### src/core/dual_timer_consts.svh
`ifndef DUAL_TIMER_CONSTS_SVH
`define DUAL_TIMER_CONSTS_SVH

// ****************************************
// Register byte offsets within one timer, and the base address of timer 1
// ****************************************
`define TMR_OFF_CTRL 8'h00
`define TMR_OFF_RELOAD 8'h04
`define TMR_OFF_COUNT 8'h08
`define TMR_OFF_PRE_RELOAD 8'h0C
`define TMR_OFF_PRE_COUNT 8'h10
`define TMR_CH1_BASE 8'h20

// ****************************************
// Control register fields
// ****************************************
`define CTL_MODE_LSB 0
`define CTL_MODE_MSB 3
`define CTL_ENABLE 4
`define CTL_EDGE_RISE 5
`define CTL_EDGE_FALL 6
`define CTL_POL_HIGH 7
`define CTL_IN_SEL 8
`define CTL_OUT_SEL 9
`define CTL_OUT_EN 10
`define CTL_WIDTH 11

// ****************************************
// Prescale reload register fields
// ****************************************
`define PRL_IP_BIT 15

// ****************************************
// Reset values and fixed counts
// ****************************************
`define RST_CTRL 11'h000
`define RST_RELOAD 16'hFFFF
`define RST_PRE_RELOAD 8'h00
`define PWM8_PERIOD_TOP 16'h00FF
`define PWM16_PERIOD_TOP 16'hFFFF

`endif

### src/core/dual_timer_pkg.sv
package dual_timer_pkg;

    typedef enum logic [3:0] {
        MODE_SQUARE = 4'h0,
        MODE_ONE_SHOT = 4'h1,
        MODE_PWM8 = 4'h2,
        MODE_PWM16 = 4'h3,
        MODE_PULSE_TRAIN = 4'h4,
        MODE_EDGE_PULSE = 4'h5,
        MODE_WDT_SOFT = 4'h6,
        MODE_WDT_PIN = 4'h7,
        MODE_PULSE_WIDTH = 4'h8,
        MODE_PERIOD = 4'h9,
        MODE_EDGE_COUNT = 4'hA,
        MODE_EDGE_WINDOW = 4'hB
    } mode_e;

    typedef enum logic [2:0] {
        REG_CTRL = 3'h0,
        REG_RELOAD = 3'h1,
        REG_COUNT = 3'h2,
        REG_PRE_RELOAD = 3'h3,
        REG_PRE_COUNT = 3'h4
    } reg_sel_e;

endpackage : dual_timer_pkg

### src/core/dual_timer.sv
// The implementer's own choices: register access over APB and the register offsets.
`timescale 1ns/1ps
`include "dual_timer_consts.svh"

module dual_timer (
    input wire logic i_clk_sys,
    input wire logic i_rst,
    input wire logic i_ce,
    input wire logic i_psel,
    input wire logic i_penable,
    input wire logic i_pwrite,
    input wire logic [7:0] i_paddr,
    input wire logic [31:0] i_pwdata,
    output logic [31:0] o_prdata,
    output logic o_pready,
    output logic o_pslverr,
    input wire logic i_ext_in_a,
    input wire logic i_ext_in_b,
    input wire logic i_status_out_a,
    input wire logic i_status_out_b,
    output logic o_ext_out_a,
    output logic o_ext_out_b,
    output logic o_wdt_reset,
    output logic [1:0] o_irq_pending
);

    // ****************************************
    // Bus slave
    // ****************************************
    logic pready_reg;
    logic pslverr_reg;
    logic [31:0] prdata_reg;
    logic [7:0] loc_addr;
    logic sel_ch;
    logic sel_hit;
    dual_timer_pkg::reg_sel_e sel_reg;
    logic wr_fire;
    logic [31:0] rd_word [2];

    assign loc_addr = i_paddr & ~`TMR_CH1_BASE;
    assign sel_ch = i_paddr[5];

    always_comb begin
        sel_hit = 1'b1;
        sel_reg = dual_timer_pkg::REG_CTRL;
        if (i_paddr[7:6] != 2'h0) begin
            sel_hit = 1'b0;
        end else if (loc_addr == `TMR_OFF_CTRL) begin
            sel_reg = dual_timer_pkg::REG_CTRL;
        end else if (loc_addr == `TMR_OFF_RELOAD) begin
            sel_reg = dual_timer_pkg::REG_RELOAD;
        end else if (loc_addr == `TMR_OFF_COUNT) begin
            sel_reg = dual_timer_pkg::REG_COUNT;
        end else if (loc_addr == `TMR_OFF_PRE_RELOAD) begin
            sel_reg = dual_timer_pkg::REG_PRE_RELOAD;
        end else if (loc_addr == `TMR_OFF_PRE_COUNT) begin
            sel_reg = dual_timer_pkg::REG_PRE_COUNT;
        end else begin
            sel_hit = 1'b0;
        end
    end

    always_ff @(posedge i_clk_sys or posedge i_rst) begin
        if (i_rst) begin
            pready_reg <= 1'b0;
            pslverr_reg <= 1'b0;
        end else if (i_ce) begin
            pready_reg <= i_psel & ~i_penable;
            pslverr_reg <= i_psel & ~i_penable & ~sel_hit;
        end
    end

    always_ff @(posedge i_clk_sys or posedge i_rst) begin
        if (i_rst) begin
            prdata_reg <= 32'h0000_0000;
        end else if (i_ce && i_psel && !i_penable && !i_pwrite) begin
            prdata_reg <= sel_hit ? rd_word[sel_ch] : 32'h0000_0000;
        end
    end

    assign wr_fire = i_psel & i_penable & i_pwrite & pready_reg & sel_hit;
    assign o_pready = pready_reg;
    assign o_pslverr = pslverr_reg;
    assign o_prdata = prdata_reg;

    // ****************************************
    // Input pin synchronisers
    // ****************************************
    logic [1:0] in_meta_reg;
    logic [1:0] in_sync_reg;

    always_ff @(posedge i_clk_sys or posedge i_rst) begin
        if (i_rst) begin
            in_meta_reg <= 2'h0;
            in_sync_reg <= 2'h0;
        end else if (i_ce) begin
            in_meta_reg <= {i_ext_in_b, i_ext_in_a};
            in_sync_reg <= in_meta_reg;
        end
    end

    // ****************************************
    // Timer channels
    // ****************************************
    logic [`CTL_WIDTH-1:0] ctrl_reg [2];
    logic [15:0] reload_value_reg [2];
    logic [15:0] count_value_reg [2];
    logic [7:0] prescale_reload_reg [2];
    logic [7:0] prescale_count_reg [2];
    logic irq_pending_flag_reg [2];
    logic [15:0] width_reg [2];
    logic run_reg [2];
    logic square_reg [2];
    logic div2_reg [2];
    logic tick_clock_reg [2];
    logic in_tk_reg [2];
    logic in_prev_reg [2];
    logic underflow [2];
    logic wdt_fire [2];
    logic pin_level [2];
    logic drives_a [2];
    logic drives_b [2];

    genvar gi;
    generate
        for (gi = 0; gi < 2; gi++) begin : g_ch
            logic wr_ch;
            logic trig;
            logic tick_en;
            logic enabled;
            logic edge_ev;
            logic asserted;
            logic dec;
            logic act;
            dual_timer_pkg::mode_e mode;

            assign wr_ch = wr_fire && (sel_ch == 1'(gi));
            assign trig = wr_ch && (sel_reg == dual_timer_pkg::REG_COUNT);
            assign mode = dual_timer_pkg::mode_e'(ctrl_reg[gi][`CTL_MODE_MSB:`CTL_MODE_LSB]);
            assign enabled = ctrl_reg[gi][`CTL_ENABLE];
            assign tick_en = enabled && div2_reg[gi] && (prescale_count_reg[gi] == 8'h00)
                && !tick_clock_reg[gi];
            assign edge_ev = tick_en && (
                (ctrl_reg[gi][`CTL_EDGE_RISE] && in_tk_reg[gi] && !in_prev_reg[gi]) ||
                (ctrl_reg[gi][`CTL_EDGE_FALL] && !in_tk_reg[gi] && in_prev_reg[gi]));
            assign asserted = in_tk_reg[gi] == ctrl_reg[gi][`CTL_POL_HIGH];

            always_comb begin
                case (mode)
                    dual_timer_pkg::MODE_SQUARE: dec = tick_en;
                    dual_timer_pkg::MODE_ONE_SHOT: dec = tick_en && run_reg[gi];
                    dual_timer_pkg::MODE_PWM8: dec = tick_en;
                    dual_timer_pkg::MODE_PWM16: dec = tick_en;
                    dual_timer_pkg::MODE_PULSE_TRAIN: dec = tick_en && run_reg[gi];
                    dual_timer_pkg::MODE_EDGE_PULSE: dec = edge_ev && run_reg[gi];
                    dual_timer_pkg::MODE_WDT_SOFT: dec = tick_en;
                    dual_timer_pkg::MODE_WDT_PIN: dec = tick_en && !edge_ev;
                    dual_timer_pkg::MODE_PULSE_WIDTH: dec = tick_en && run_reg[gi];
                    dual_timer_pkg::MODE_PERIOD: dec = tick_en && run_reg[gi] && !edge_ev;
                    dual_timer_pkg::MODE_EDGE_COUNT: dec = edge_ev;
                    dual_timer_pkg::MODE_EDGE_WINDOW: dec = edge_ev && run_reg[gi];
                    default: dec = 1'b0;
                endcase
            end

            assign underflow[gi] = dec && (count_value_reg[gi] == 16'h0000);
            assign wdt_fire[gi] = underflow[gi] && ((mode == dual_timer_pkg::MODE_WDT_SOFT) ||
                (mode == dual_timer_pkg::MODE_WDT_PIN));

            always_comb begin
                case (mode)
                    dual_timer_pkg::MODE_SQUARE: act = square_reg[gi];
                    dual_timer_pkg::MODE_ONE_SHOT: act = run_reg[gi];
                    dual_timer_pkg::MODE_PWM8: act = count_value_reg[gi][7:0] < width_reg[gi][7:0];
                    dual_timer_pkg::MODE_PWM16: act = count_value_reg[gi] < width_reg[gi];
                    dual_timer_pkg::MODE_PULSE_TRAIN: act = run_reg[gi] && tick_clock_reg[gi];
                    dual_timer_pkg::MODE_EDGE_PULSE: act = run_reg[gi];
                    default: act = 1'b0;
                endcase
            end
            assign pin_level[gi] = act ~^ ctrl_reg[gi][`CTL_POL_HIGH];
            assign drives_a[gi] = enabled && ctrl_reg[gi][`CTL_OUT_EN] && !ctrl_reg[gi][`CTL_OUT_SEL];
            assign drives_b[gi] = enabled && ctrl_reg[gi][`CTL_OUT_EN] && ctrl_reg[gi][`CTL_OUT_SEL];

            // Software registers
            always_ff @(posedge i_clk_sys or posedge i_rst) begin
                if (i_rst) begin
                    ctrl_reg[gi] <= `RST_CTRL;
                    reload_value_reg[gi] <= `RST_RELOAD;
                    prescale_reload_reg[gi] <= `RST_PRE_RELOAD;
                end else if (i_ce && wr_ch) begin
                    if (sel_reg == dual_timer_pkg::REG_CTRL) begin
                        ctrl_reg[gi] <= i_pwdata[`CTL_WIDTH-1:0];
                    end else if (sel_reg == dual_timer_pkg::REG_RELOAD) begin
                        reload_value_reg[gi] <= i_pwdata[15:0];
                    end else if (sel_reg == dual_timer_pkg::REG_PRE_RELOAD) begin
                        prescale_reload_reg[gi] <= i_pwdata[7:0];
                    end
                end
            end

            always_ff @(posedge i_clk_sys or posedge i_rst) begin
                if (i_rst) begin
                    irq_pending_flag_reg[gi] <= 1'b0;
                end else if (i_ce) begin
                    if (underflow[gi] ||
                        (tick_en && run_reg[gi] && mode == dual_timer_pkg::MODE_PULSE_WIDTH
                            && !asserted) ||
                        (edge_ev && run_reg[gi] && mode == dual_timer_pkg::MODE_PERIOD)) begin
                        irq_pending_flag_reg[gi] <= 1'b1;
                    end else if (wr_ch && sel_reg == dual_timer_pkg::REG_PRE_RELOAD
                        && i_pwdata[`PRL_IP_BIT]) begin
                        irq_pending_flag_reg[gi] <= 1'b0;
                    end
                end
            end

            always_ff @(posedge i_clk_sys or posedge i_rst) begin
                if (i_rst) begin
                    div2_reg[gi] <= 1'b0;
                    tick_clock_reg[gi] <= 1'b0;
                    prescale_count_reg[gi] <= 8'h00;
                end else if (i_ce) begin
                    div2_reg[gi] <= enabled ? !div2_reg[gi] : 1'b0;
                    // Tick phase keeps running through a counter reload
                    if (enabled && div2_reg[gi] && prescale_count_reg[gi] == 8'h00) begin
                        tick_clock_reg[gi] <= !tick_clock_reg[gi];
                    end
                    if ((wr_ch && sel_reg == dual_timer_pkg::REG_PRE_COUNT) || trig ||
                        underflow[gi]) begin
                        prescale_count_reg[gi] <= prescale_reload_reg[gi];
                    end else if (enabled && div2_reg[gi]) begin
                        if (prescale_count_reg[gi] == 8'h00) begin
                            prescale_count_reg[gi] <= prescale_reload_reg[gi];
                        end else begin
                            prescale_count_reg[gi] <= prescale_count_reg[gi] - 8'h01;
                        end
                    end
                end
            end

            always_ff @(posedge i_clk_sys or posedge i_rst) begin
                if (i_rst) begin
                    in_tk_reg[gi] <= 1'b0;
                    in_prev_reg[gi] <= 1'b0;
                end else if (i_ce && tick_en) begin
                    in_tk_reg[gi] <= ctrl_reg[gi][`CTL_IN_SEL] ? in_sync_reg[1] : in_sync_reg[0];
                    in_prev_reg[gi] <= in_tk_reg[gi];
                end
            end

            always_ff @(posedge i_clk_sys or posedge i_rst) begin
                if (i_rst) begin
                    count_value_reg[gi] <= 16'h0000;
                    width_reg[gi] <= 16'h0000;
                    run_reg[gi] <= 1'b0;
                    square_reg[gi] <= 1'b0;
                end else if (i_ce) begin
                    if (trig) begin
                        width_reg[gi] <= reload_value_reg[gi];
                        run_reg[gi] <= (mode != dual_timer_pkg::MODE_PULSE_WIDTH) &&
                            (mode != dual_timer_pkg::MODE_PERIOD);
                        if (mode == dual_timer_pkg::MODE_PWM8) begin
                            count_value_reg[gi] <= `PWM8_PERIOD_TOP;
                        end else if (mode == dual_timer_pkg::MODE_PWM16) begin
                            count_value_reg[gi] <= `PWM16_PERIOD_TOP;
                        end else begin
                            count_value_reg[gi] <= reload_value_reg[gi];
                        end
                    end else if (underflow[gi]) begin
                        width_reg[gi] <= reload_value_reg[gi];
                        square_reg[gi] <= !square_reg[gi];
                        if (mode == dual_timer_pkg::MODE_PWM8) begin
                            count_value_reg[gi] <= `PWM8_PERIOD_TOP;
                        end else if (mode == dual_timer_pkg::MODE_PWM16) begin
                            count_value_reg[gi] <= `PWM16_PERIOD_TOP;
                        end else begin
                            count_value_reg[gi] <= reload_value_reg[gi];
                        end
                        if (mode == dual_timer_pkg::MODE_ONE_SHOT ||
                            mode == dual_timer_pkg::MODE_PULSE_TRAIN ||
                            mode == dual_timer_pkg::MODE_EDGE_PULSE ||
                            mode == dual_timer_pkg::MODE_EDGE_WINDOW) begin
                            run_reg[gi] <= 1'b0;
                        end
                    end else if (mode == dual_timer_pkg::MODE_WDT_PIN && edge_ev) begin
                        count_value_reg[gi] <= reload_value_reg[gi];
                    end else if (mode == dual_timer_pkg::MODE_PULSE_WIDTH && tick_en) begin
                        if (!run_reg[gi] && asserted) begin
                            count_value_reg[gi] <= reload_value_reg[gi];
                            run_reg[gi] <= 1'b1;
                        end else if (run_reg[gi] && !asserted) begin
                            run_reg[gi] <= 1'b0;
                        end else if (dec) begin
                            count_value_reg[gi] <= count_value_reg[gi] - 16'h0001;
                        end
                    end else if (mode == dual_timer_pkg::MODE_PERIOD && edge_ev) begin
                        if (!run_reg[gi]) begin
                            count_value_reg[gi] <= reload_value_reg[gi];
                        end
                        run_reg[gi] <= !run_reg[gi];
                    end else if (mode == dual_timer_pkg::MODE_EDGE_WINDOW &&
                        underflow[1 - gi]) begin
                        run_reg[gi] <= 1'b0;
                    end else if (dec) begin
                        count_value_reg[gi] <= count_value_reg[gi] - 16'h0001;
                    end
                end
            end

            assign rd_word[gi] =
                (sel_reg == dual_timer_pkg::REG_CTRL) ? {21'h000000, ctrl_reg[gi]} :
                (sel_reg == dual_timer_pkg::REG_RELOAD) ? {16'h0000, reload_value_reg[gi]} :
                (sel_reg == dual_timer_pkg::REG_COUNT) ? {16'h0000, count_value_reg[gi]} :
                (sel_reg == dual_timer_pkg::REG_PRE_RELOAD) ?
                    {16'h0000, irq_pending_flag_reg[gi], 7'h00, prescale_reload_reg[gi]} :
                {24'h000000, prescale_count_reg[gi]};
        end
    endgenerate

    // ****************************************
    // Output pins and watchdog reset
    // ****************************************
    logic out_a_reg;
    logic out_b_reg;
    logic wdt_reset_reg;

    always_ff @(posedge i_clk_sys or posedge i_rst) begin
        if (i_rst) begin
            out_a_reg <= 1'b0;
            out_b_reg <= 1'b0;
            wdt_reset_reg <= 1'b0;
        end else if (i_ce) begin
            if (drives_a[0]) begin
                out_a_reg <= pin_level[0];
            end else if (drives_a[1]) begin
                out_a_reg <= pin_level[1];
            end else begin
                out_a_reg <= i_status_out_a;
            end
            if (drives_b[0]) begin
                out_b_reg <= pin_level[0];
            end else if (drives_b[1]) begin
                out_b_reg <= pin_level[1];
            end else begin
                out_b_reg <= i_status_out_b;
            end
            wdt_reset_reg <= wdt_fire[0] | wdt_fire[1];
        end
    end

    assign o_ext_out_a = out_a_reg;
    assign o_ext_out_b = out_b_reg;
    assign o_wdt_reset = wdt_reset_reg;
    assign o_irq_pending = {irq_pending_flag_reg[1], irq_pending_flag_reg[0]};

endmodule : dual_timer

### config.mk
export PLATFORM = sky130hd
export DESIGN_NAME = dual_timer
export DESIGN_NICKNAME = d
export VERILOG_FILES = /design/src/core/dual_timer_pkg.sv /design/src/core/dual_timer.sv
export VERILOG_INCLUDE_DIRS = /design/src /design/src/core
export SDC_FILE = /design/constraint.sdc
export NUM_CORES = 1
export LEC_CHECK = 0
export ABC_AREA = 1
export BUFFER_PORTS_ARGS = -buffer_cell sky130_fd_sc_hd__buf_2
export CAP_MARGIN = 20
export CORE_MARGIN = 5
export CORE_UTILIZATION = 35
export CTS_CLUSTER_DIAMETER = 100
export CTS_CLUSTER_SIZE = 30
export DETAILED_ROUTE_END_ITERATION = 10
export GPL_ROUTABILITY_DRIVEN = 0
export PLACE_DENSITY = 0.55
export SLEW_MARGIN = 20
export SYNTH_ARGS = -nofsm -noshare
export SYNTH_HDL_FRONTEND = slang
export SYNTH_SLANG_ARGS = --single-unit
### constraint.sdc
create_clock -name i_clk_sys -period 7.42 [get_ports i_clk_sys]
set_clock_uncertainty 0.15 [all_clocks]
set_input_delay 1.113 -clock i_clk_sys [delete_from_list [all_inputs] [get_ports i_clk_sys]]
set_output_delay 1.113 -clock i_clk_sys [all_outputs]
set_load 0.02 [all_outputs]
==> impl_metrics.py, run 1 <==
metrics = {
    "detailed_routing": {
        "routed_wl_mm": 42.1,
        "firstDrtPassIters": 5,
        "drt_iter0_drc": 1110,
        "vias_per_cell": 5.24,
        "drc": 0,
        "final_antenna_net_count": 0,
        "routedWlPerCell_um": 17.9,
        "vias": 12309,
    },
    "logic_synthesis": {
        "ys_ff_latch": 189,
        "ys.flop_type": "dfrtp_1",
        "syn_area_sq_um": 12800,
        "synth_top_area_cell": "dfrtp_1",
        "synth_edf_count": 0,
        "synthTopCellsByArea": "dfrtp_1 31%, nand2_1 18%, o21ai_0 6.9%",
        "yosys-top-cells-count": "614 x nand2_1, 190 x inv_1, 176 x o21ai_0, 157 x dfrtp_1",
        "async_flop_share_pct": 100,
        "synthDominantCellAreaShare_pct": 30.7,
        "synth_most_common_cell": "nand2_1",
        "yosys_warnings": 0,
        "syn_avg_cell_area_sq_um": 6.91,
        "yosysUniqueCellTypes": 57,
        "synthCells": 1850,
        "ys_seq_area_share_pct": 37.3,
    },
    "floorplanning": {
        "chipHeight_um": 201,
        "die_area_sq_um": 40500,
        "pin_count": 89,
        "coreArea_sq_um": 36300,
        "start_util_pct": 35.2,
        "num_rows": 70,
        "die_width_um": 201,
    },
    "timing": {
        "tightest_slew_ns": 0.907,
        "finalCritPeriodShare_pct": 53.8,
        "slew_violations": 0,
        "hold_viol_final": 0,
        "timing.setup.tns_ns": 0,
        "rsz0062_at_grt": "false",
        "min_period_ns": 4.00,
        "fmax_mhz": 250,
        "setup_violations": 0,
        "slew-limit-headroom_pct": 39.4,
    },
    "cts": {
        "clockRootBuffer": "clkbuf_16",
        "post-cts-setup-buffers": 0,
        "cts.sinks": 189,
        "cts_resized": 0,
        "clk_pin_slew_worst_paths_ns": 0.08,
        "holdBufCountCts": 0,
        "clk_path_buf_depth": 2,
        "cts_tree": "done",
        "clkLatencyLatePin_ns": 0.46,
        "cts_buffers": 17,
        "htree_levels": 4,
    },
    "worst_setup_path": {
        "ff2ff_path_depth": 14,
        "ff2ff_setup_slack_ns": 3.80,
        "crit_required_ns": 7.58,
        "startpoint_type": "input pin",
        "worstReg2RegStart": "prescale_count_reg[0]$_DFFE_PP0P_",
        "crit_arrival_ns": 4.16,
        "crit_path_end_kind": "flop",
        "path_class": "input pin to flop",
        "crit_fanout": 22,
        "crit_path_start": "i_paddr[7]",
        "cp-endpoint": "ctrl_reg[5]$_DFFE_PP0P_",
        "reg2reg_to": "count_value_reg[2]$_DFFE_PP0P_",
    },
    "status": {
        "status": "finished, final reports clean",
    },
    "global_route": {
        "gr-total-overflow": 0,
        "grt_pass1_vias": 11261,
        "grt_max_degree": 141,
        "antenna_found_initial": 0,
        "grtUsageTotal_pct": 20.5,
        "grt_first_pass_wirelength_mm": 65.6,
    },
    "place": {
        "dpl.cell_count": 2314,
        "dp_hpwl_mm": 30.7,
        "portBuffers": 56,
    },
    "run": {
        "cap_violations": 0,
    },
    "layout": {
        "multiInputGateArea_sq_um": 6870,
        "fin_cells": 2348,
        "nFillCells": 3825,
        "drive_above_1_share_pct": 11.2,
        "seq_area_sq_um": 4770,
        "area_growth_pct": 9.28,
        "antenna_cells": 0,
        "final_nets": 1953,
    },
    "power": {
        "leakage_nw": 6.84,
        "power_density_nw_per_um2": 183,
        "ir_worst_vdd_mv": 0.173,
    },
    "min_path": {
        "hold_class": "flop to flop",
        "hold_depth": 1,
    },
}
==> power by group <==
part	internal (W)	switching [W]	leakage, nW
logic	0.000165	0.000306	4.19
clock network	0.000480	0.000458	0.285
registers	0.00108	0.0000634	2.37
total	0.00173	0.000827	6.84
==> through the flow <==
step / setup WS [ns] / hold WS (ns) / total power (W) / utilization [%] / area (sq um)
6_report: 3.42 / 0.324 / 0.00256 / 38.4 / 14000
5_1_grt: 3.18 / 0.341 / 0.00267 / 38.4 / 14000
4_1_cts: 3.43 / 0.323 / 0.00257 / 38.3 / 13900
3_5_place_dp: 2.93 / 0.312 / 0.00163 / 36.7 / 13400
3_3_place_gp: 3.03 / 0.307 / 0.00162 / 36.7 / 13400
2_1_floorplan: 1.07 / 0.291 / 0.00151 / - / 12800
==> critical path, stage by stage <==
cell	delay [ns]
buf_2	0.10
nor2_1	0.18
nand3b_1	0.23
nor2_1	0.32
inv_1	0.33
nand3_1	0.76
inv_1	0.35
nand2_1	0.59
o21ai_0	0.17
==> placed cells by master (no fill, tap or decap), drive strengths merged, types with 32 or more instances in the layout <==
cell type | netlist | routed
nand3 | 119 | 119
nor2 | 133 | 133
a21oi | 61 | 61
dfrtp | 157 | 157
dfstp | 32 | 32
o21ai | 210 | 210
inv | 206 | 213
buf | 38 | 65
ha | 36 | 36
nand2 | 630 | 630
==> how the worst min path moves through the flow <==
stage                                           from                         end  slack [ns]
after global placement    in_meta_reg[0]$_DFFE_PP0P_  in_meta_reg[0]$_DFFE_PP0P_        0.31
final                      square_reg[0]$_DFFE_PP0P_   square_reg[0]$_DFFE_PP0P_        0.32
after CTS                    div2_reg[1]$_DFFE_PP0P_     div2_reg[1]$_DFFE_PP0P_        0.32
after floorplan            square_reg[0]$_DFFE_PP0P_   square_reg[0]$_DFFE_PP0P_        0.29
after detailed placement   square_reg[0]$_DFFE_PP0P_   square_reg[0]$_DFFE_PP0P_        0.31
after global routing       square_reg[0]$_DFFE_PP0P_   square_reg[0]$_DFFE_PP0P_        0.34
==> cell type report <==
cell class	instances	area share, %
multi-input combinational	1382	49.2
inverter	212	5.76
clock buffer	18	3.14
clock inverter	14	0.949
tap	468	4.19
timing repair buffer	65	2.66
sequential	189	34.1
==> layer usage <==
layer / wire length, um / global-route usage [%]
met4: 815 / 5.33
met5: 0 / 0
met1: 20700 / 31.3
met3: 2560 / 3.42
met2: 18000 / 30.1
==> cells by family after synthesis <==
group,share of synthesized area [%]
fa+ha+maj,3.52
other cells,0.0293
buf+inv,9.49
flops,37.3
simple gates,32.3
xor+xnor,2.47
compound gates,14.8
mux,0.0783
No activity file was read; power rests on OpenSTA's default activity.
==> run 2, diff against run 1 <==
--- a/config.mk
+++ b/config.mk
@@ -6,7 +6,7 @@
 export SDC_FILE = /design/constraint.sdc
 export NUM_CORES = 1
 export LEC_CHECK = 0
-export ABC_AREA = 1
+export ABC_AREA = 0
 export BUFFER_PORTS_ARGS = -buffer_cell sky130_fd_sc_hd__buf_2
 export CAP_MARGIN = 20
 export CORE_MARGIN = 5
==> constraint.sdc (replaced) <==
create_clock -name i_clk_sys -period 3.7 [get_ports i_clk_sys]
set_clock_uncertainty 0.15 [all_clocks]
set_input_delay 0.555 -clock i_clk_sys [delete_from_list [all_inputs] [get_ports i_clk_sys]]
set_output_delay 0.555 -clock i_clk_sys [all_outputs]
set_load 0.02 [all_outputs]
==> impl_metrics.py, run 2 <==
metrics = {
    "min_path": {
        "hold_class": "input pin to flop",
    },
    "cts": {
        "htree_levels": 4,
        "clk_path_buf_depth": 2,
        "cts_buffers": 17,
        "clockRootBuffer": "clkbuf_16",
        "cts_tree": "done",
        "clk_pin_slew_worst_paths_ns": 0.08,
        "cts.sinks": 189,
        "cts_resized": 0,
        "clkLatencyLatePin_ns": 0.45,
    },
    "logic_synthesis": {
        "syn_avg_cell_area_sq_um": 9.58,
        "yosysUniqueCellTypes": 88,
        "synth_most_common_cell": "dfrtp_1",
        "synthDominantCellAreaShare_pct": 34.0,
        "synthTopCellsByArea": "dfrtp_1 34%, mux2_2 10%, dfstp_2 7.3%",
        "ys_seq_area_share_pct": 41.3,
        "synthCells": 1206,
        "synth_top_area_cell": "dfrtp_1",
        "syn_area_sq_um": 11500,
        "yosys_warnings": 0,
        "synth_edf_count": 0,
        "async_flop_share_pct": 100,
        "yosys-top-cells-count": "157 x dfrtp_1, 104 x mux2_2, 95 x nand2_1, 82 x a21oi_1, 79 x o21ai_0",
        "ys_ff_latch": 189,
        "ys.flop_type": "dfrtp_1",
    },
    "timing": {
        "rsz0062_at_grt": "false",
        "min_period_ns": 3.51,
        "hold_viol_final": 0,
        "timing.hold.ws_ns": 0.182,
        "slew-limit-headroom_pct": 38.0,
        "setup_violations": 0,
        "finalCritPeriodShare_pct": 95.0,
        "slew_violations": 0,
        "fmax_mhz": 285,
        "timing.setup.tns_ns": 0,
        "tightest_slew_ns": 0.930,
    },
    "worst_setup_path": {
        "crit_required_ns": 3.88,
        "startpoint_type": "flop",
        "crit_fanout": 8,
        "crit_slowest_cell": "nor4b_1",
        "cpPeakStageDelay_ns": 0.53,
        "path_cells": "inv_1 -> ha_1 -> nor4b_1 -> nand4_1 -> nor4_1 -> o21ai_2 -> and3_1 -> a21o_1 -> buf_4 -> o22ai_1 -> a21oi_1",
        "path_class": "flop to flop",
        "path_delay_family": "simple AND/OR/NAND/NOR gates",
        "crit_arrival_ns": 3.69,
        "crit_path_end_kind": "flop",
        "worst-path-buf-inv": 2,
    },
    "layout": {
        "final_common_cell": "dfrtp_1",
        "drive_above_1_share_pct": 24.1,
        "mostFrequentLayoutCells": "157 x dfrtp_1, 104 x mux2_2, 95 x nand2_1, 81 x a21oi_1, 79 x o21ai_0",
        "antenna_cells": 0,
        "fin_util_pct": 40.1,
        "final_nets": 1354,
        "area_growth_pct": 12.9,
    },
    "detailed_routing": {
        "routed_wl_mm": 35.2,
        "routedWlPerCell_um": 20.5,
        "drt_iter0_drc": 737,
        "vias": 9612,
        "vias_per_cell": 5.58,
        "firstDrtPassIters": 5,
        "drc": 0,
        "final_antenna_net_count": 0,
    },
    "power": {
        "p_comb_share_pct": 8.9,
        "p_int_w": 0.00321,
        "clockPowerShare_pct": 42.4,
        "p_sw_share_pct": 27.9,
        "leakage_nw": 5.85,
        "power_density_nw_per_um2": 342,
        "ir_worst_vdd_mv": 0.304,
        "power.total_w": 0.00446,
        "p_switching_w": 0.00125,
        "power_frac_seq_pct": 48.7,
    },
    "global_route": {
        "gr-total-overflow": 0,
        "antenna_found_initial": 0,
        "grt_pass1_vias": 9277,
        "grtUsageTotal_pct": 19.5,
        "grt_first_pass_wirelength_mm": 55.0,
        "grt_max_degree": 70,
    },
    "floorplanning": {
        "pin_count": 89,
        "num_rows": 66,
        "chipHeight_um": 192,
        "die_width_um": 192,
        "die_area_sq_um": 36700,
        "coreArea_sq_um": 32500,
        "start_util_pct": 35.5,
    },
    "place": {
        "dp_hpwl_mm": 26.1,
        "portBuffers": 56,
    },
    "run": {
        "cap_violations": 0,
    },
    "status": {
        "status": "finished, final reports clean",
    },
}
-- run 2: layout make-up --
type | instances | area [sq um]
flip-flops and latches | 189 | 4770
well taps | 442 | 553
repair buffers | 107 | 678
clock buffers | 17 | 425
fillers | 3231 | 19500
clock inverters | 15 | 171
inverters | 68 | 259
multi-input cells | 885 | 6190
-- run 2: final timing paths --
kind / startpoint / end / slack [ns] / cells after the start
max reg2reg: prescale_count_reg[0]$_DFFE_PP0P_ / count_value_reg[5]$_DFFE_PP0P_ / 0.19 / 11
min: i_ext_in_a / in_meta_reg[0]$_DFFE_PP0P_ / 0.18 / 2
max in group asynchronous: i_rst / prescale_count_reg[5]$_DFFE_PP0P_ / 1.88 / 4
max: prescale_count_reg[0]$_DFFE_PP0P_ / count_value_reg[5]$_DFFE_PP0P_ / 0.19 / 11
min reg2reg: o_prdata[13]$_DFFE_PP0P_ / o_prdata[13]$_DFFE_PP0P_ / 0.32 / 2
min in group asynchronous: i_rst / width_reg[12]$_DFFE_PP0P_ / 0.41 / 3
-- run 2: logic make-up after synthesis --
| logic type | synth area share (%) |
|---|---|
| AOI/OAI and AO/OA | 18.9 |
| xor gates and xnor gates | 0.683 |
| adders and majority gates | 3.90 |
| buffers and inverters | 5.69 |
| DFF | 41.3 |
| muxes | 13.4 |
| other | 0.0325 |
| and+or+nand+nor | 16.0 |
-- run 2: timing repair --
item	in CTS	in global routing
buffers inserted	0	0
hold buffers	1	0
endpoints found under the setup margin	0	0
hold endpoints to repair	2	0
-- run 2: metal layers --
| layer | up-vias | routed length, um | track usage [%] | part of all wire [%] |
|---|---|---|---|---|
| li1 | 4541 | - | - | - |
| met1 | 4730 | 17200 | 28.7 | 49 |
| met2 | 309 | 15400 | 29.5 | 44 |
| met3 | 32 | 2050 | 3.53 | 5.8 |
| met4 | 0 | 635 | 5.19 | 1.8 |
| met5 | - | 0 | 0 | 0 |
-- run 2: per-stage QoR --
stage,instance area (sq um),std cells,setup slack [ns]
finish,13000,1723,0.186
detailed placement,12400,1689,0.290
global route,13000,1723,0.00184
CTS,13000,1722,0.283
floorplan,11600,1221,0.587
global placement,12400,1689,0.309
-- run 2: power groups by stage --
stage,logic (W),registers [W],clock network [W]
after floorplan,0.000262,0.00219,0
after global routing,0.000442,0.00218,0.00203
after global placement,0.000390,0.00221,0
after CTS,0.000398,0.00217,0.00194
final,0.000397,0.00217,0.00189
after detailed placement,0.000395,0.00221,0
==> run 3, diff against run 2 <==
--- a/config.mk
+++ b/config.mk
@@ -16,7 +16,6 @@
 export DETAILED_ROUTE_END_ITERATION = 10
 export GPL_ROUTABILITY_DRIVEN = 0
 export PLACE_DENSITY = 0.55
-export SLEW_MARGIN = 20
 export SYNTH_ARGS = -nofsm -noshare
 export SYNTH_HDL_FRONTEND = slang
 export SYNTH_SLANG_ARGS = --single-unit
==> constraint.sdc (replaced) <==
create_clock -name i_clk_sys -period 3.8 [get_ports i_clk_sys]
set_clock_uncertainty 0.15 [all_clocks]
set_input_delay 0.57 -clock i_clk_sys [delete_from_list [all_inputs] [get_ports i_clk_sys]]
set_output_delay 0.57 -clock i_clk_sys [all_outputs]
set_load 0.02 [all_outputs]
==> impl_metrics.py, run 3 (synthesis results as in run 2) <==
metrics = {
    "global_route": {
        "grt_first_pass_wirelength_mm": 55.2,
        "gr-total-overflow": 0,
        "antenna_found_initial": 0,
        "grt_max_degree": 76,
        "grt_pass1_vias": 9161,
        "grtUsageTotal_pct": 19.5,
    },
    "floorplanning": {
        "num_rows": 66,
        "pin_count": 89,
        "coreArea_sq_um": 32500,
        "die_width_um": 192,
        "chipHeight_um": 192,
        "die_area_sq_um": 36700,
        "start_util_pct": 35.5,
    },
    "layout": {
        "mostFrequentLayoutCells": "157 x dfrtp_1, 104 x mux2_2, 95 x nand2_1, 81 x a21oi_1, 79 x o21ai_0",
        "area_growth_pct": 13.0,
        "final_common_cell": "dfrtp_1",
        "antenna_cells": 0,
        "drive_above_1_share_pct": 23.7,
        "final_nets": 1349,
        "nFillCells": 3252,
        "stdcell_area_sq_um": 13000,
    },
    "timing": {
        "setup_violations": 0,
        "fmax_mhz": 288,
        "hold_viol_final": 0,
        "timing.setup.tns_ns": 0,
        "rsz0062_at_grt": "false",
        "slew_violations": 0,
        "min_period_ns": 3.48,
        "finalCritPeriodShare_pct": 91.5,
        "slew-limit-headroom_pct": 34.5,
        "setup_slack_ns": 0.324,
        "tightest_slew_ns": 0.983,
    },
    "detailed_routing": {
        "vias_per_cell": 5.63,
        "drc": 0,
        "routedWlPerCell_um": 20.5,
        "final_antenna_net_count": 0,
        "firstDrtPassIters": 5,
        "drt_iter0_drc": 728,
        "vias": 9676,
        "routed_wl_mm": 35.3,
    },
    "worst_setup_path": {
        "path_cells": "inv_1 -> ha_1 -> nor4b_1 -> nand4_1 -> nor4_1 -> o21ai_2 -> and3_1 -> a21o_1 -> o221a_2 -> o21ai_2",
        "cp_common_cell": "o21ai_2",
        "crit_slowest_cell": "nor4b_1",
        "path_delay_family": "simple AND/OR/NAND/NOR gates",
        "path_class": "flop to flop",
        "cpPeakStageDelay_ns": 0.49,
        "worst-path-buf-inv": 1,
        "crit_required_ns": 4.03,
        "crit_arrival_ns": 3.70,
        "crit_fanout": 11,
        "startpoint_type": "flop",
        "crit_path_end_kind": "flop",
    },
    "cts": {
        "clockRootBuffer": "clkbuf_16",
        "holdBufCountCts": 0,
        "htree_levels": 4,
        "post-cts-setup-buffers": 0,
        "cts_resized": 0,
        "clk_pin_slew_worst_paths_ns": 0.08,
        "clkLatencyLatePin_ns": 0.45,
        "clk_path_buf_depth": 2,
        "cts.sinks": 189,
        "cts_buffers": 17,
        "cts_tree": "done",
    },
    "run": {
        "cap_violations": 0,
    },
    "power": {
        "power.total_w": 0.00439,
        "power_density_nw_per_um2": 336,
        "ir_worst_vdd_mv": 0.227,
        "leakage_nw": 5.84,
    },
    "status": {
        "status": "finished, final reports clean",
    },
    "min_path": {
        "hold_class": "input pin to asynchronous set/reset pin",
    },
    "place": {
        "dp_hpwl_mm": 26.4,
        "portBuffers": 56,
        "preCtsSetupSlack_ns": 0.361,
        "place_area_sq_um": 12400,
    },
}
run 3: cell types whose count changed in the layout (fill, tap and decap cells not counted), sizes merged:
cell,change
clkbuf,+3
clkinvlp,+1
bufinv,+2
buf,-4
inv,-6
dlygate4sd3,-1
run 3: worst paths after layout:
check | from | end | slack (ns) | cells past startpoint
max | prescale_count_reg[0]$_DFFE_PP0P_ | count_value_reg[10]$_DFFE_PP0P_ | 0.32 | 10
min | i_rst | width_reg[10]$_DFFE_PP0P_ | 0.08 | 2
max reg2reg | prescale_count_reg[0]$_DFFE_PP0P_ | count_value_reg[10]$_DFFE_PP0P_ | 0.32 | 10
min reg2reg | o_prdata[13]$_DFFE_PP0P_ | o_prdata[13]$_DFFE_PP0P_ | 0.32 | 2
max in group asynchronous | i_rst | reload_value_reg[18]$_DFFE_PP1P_ | 2.43 | 3
min in group i_clk_sys | i_ext_in_b | in_meta_reg[1]$_DFFE_PP0P_ | 0.20 | 2
run 3: layer usage:
layer	vias up	wire length, um	global-route usage [%]
li1	4529	-	-
met3	43	2450	3.96
met1	4767	16500	28.8
met4	0	816	5.97
met2	337	15500	28.8
met5	-	0	0
run 3: through the flow:
| stage | hold WS, ns | std cells | utilization, % |
|---|---|---|---|
| 2_1_floorplan | 0.292 | 1221 | - |
| 4_1_cts | 0.0903 | 1717 | 40.1 |
| 3_3_place_gp | 0.311 | 1685 | 38.2 |
| 6_report | 0.0823 | 1718 | 40.1 |
| 5_1_grt | 0.117 | 1718 | 40.1 |
| 3_5_place_dp | 0.309 | 1685 | 38.2 |
run 3: worst reg2reg max path, delay by kind of cell, from the launching register on:
kind            cells  cell delay (ns)
compound gates      4             0.96
fa+ha+maj           1             0.18
buf+inv             1             0.11
flops               1             0.44
simple gates        4             1.60
run 3: layout make-up:
| type | count | area (sq um) | share of cell area (%) |
|---|---|---|---|
| timing repair buffer | 102 | 667 | 5.11 |
| clock inverter | 12 | 164 | 1.26 |
| sequential | 189 | 4770 | 36.6 |
| clock buffer | 20 | 447 | 3.42 |
| inverter | 68 | 259 | 1.99 |
| multi-input combinational | 885 | 6190 | 47.4 |
| tap | 442 | 553 | 4.24 |
run 3: report_power, final:
| part | internal, W | switching (W) | total (W) | leakage, nW |
|---|---|---|---|---|
| combinational | 0.000136 | 0.000246 | 0.000382 | 3.12 |
| clock | 0.00106 | 0.000825 | 0.00189 | 0.296 |
| sequential | 0.00205 | 0.0000662 | 0.00212 | 2.42 |
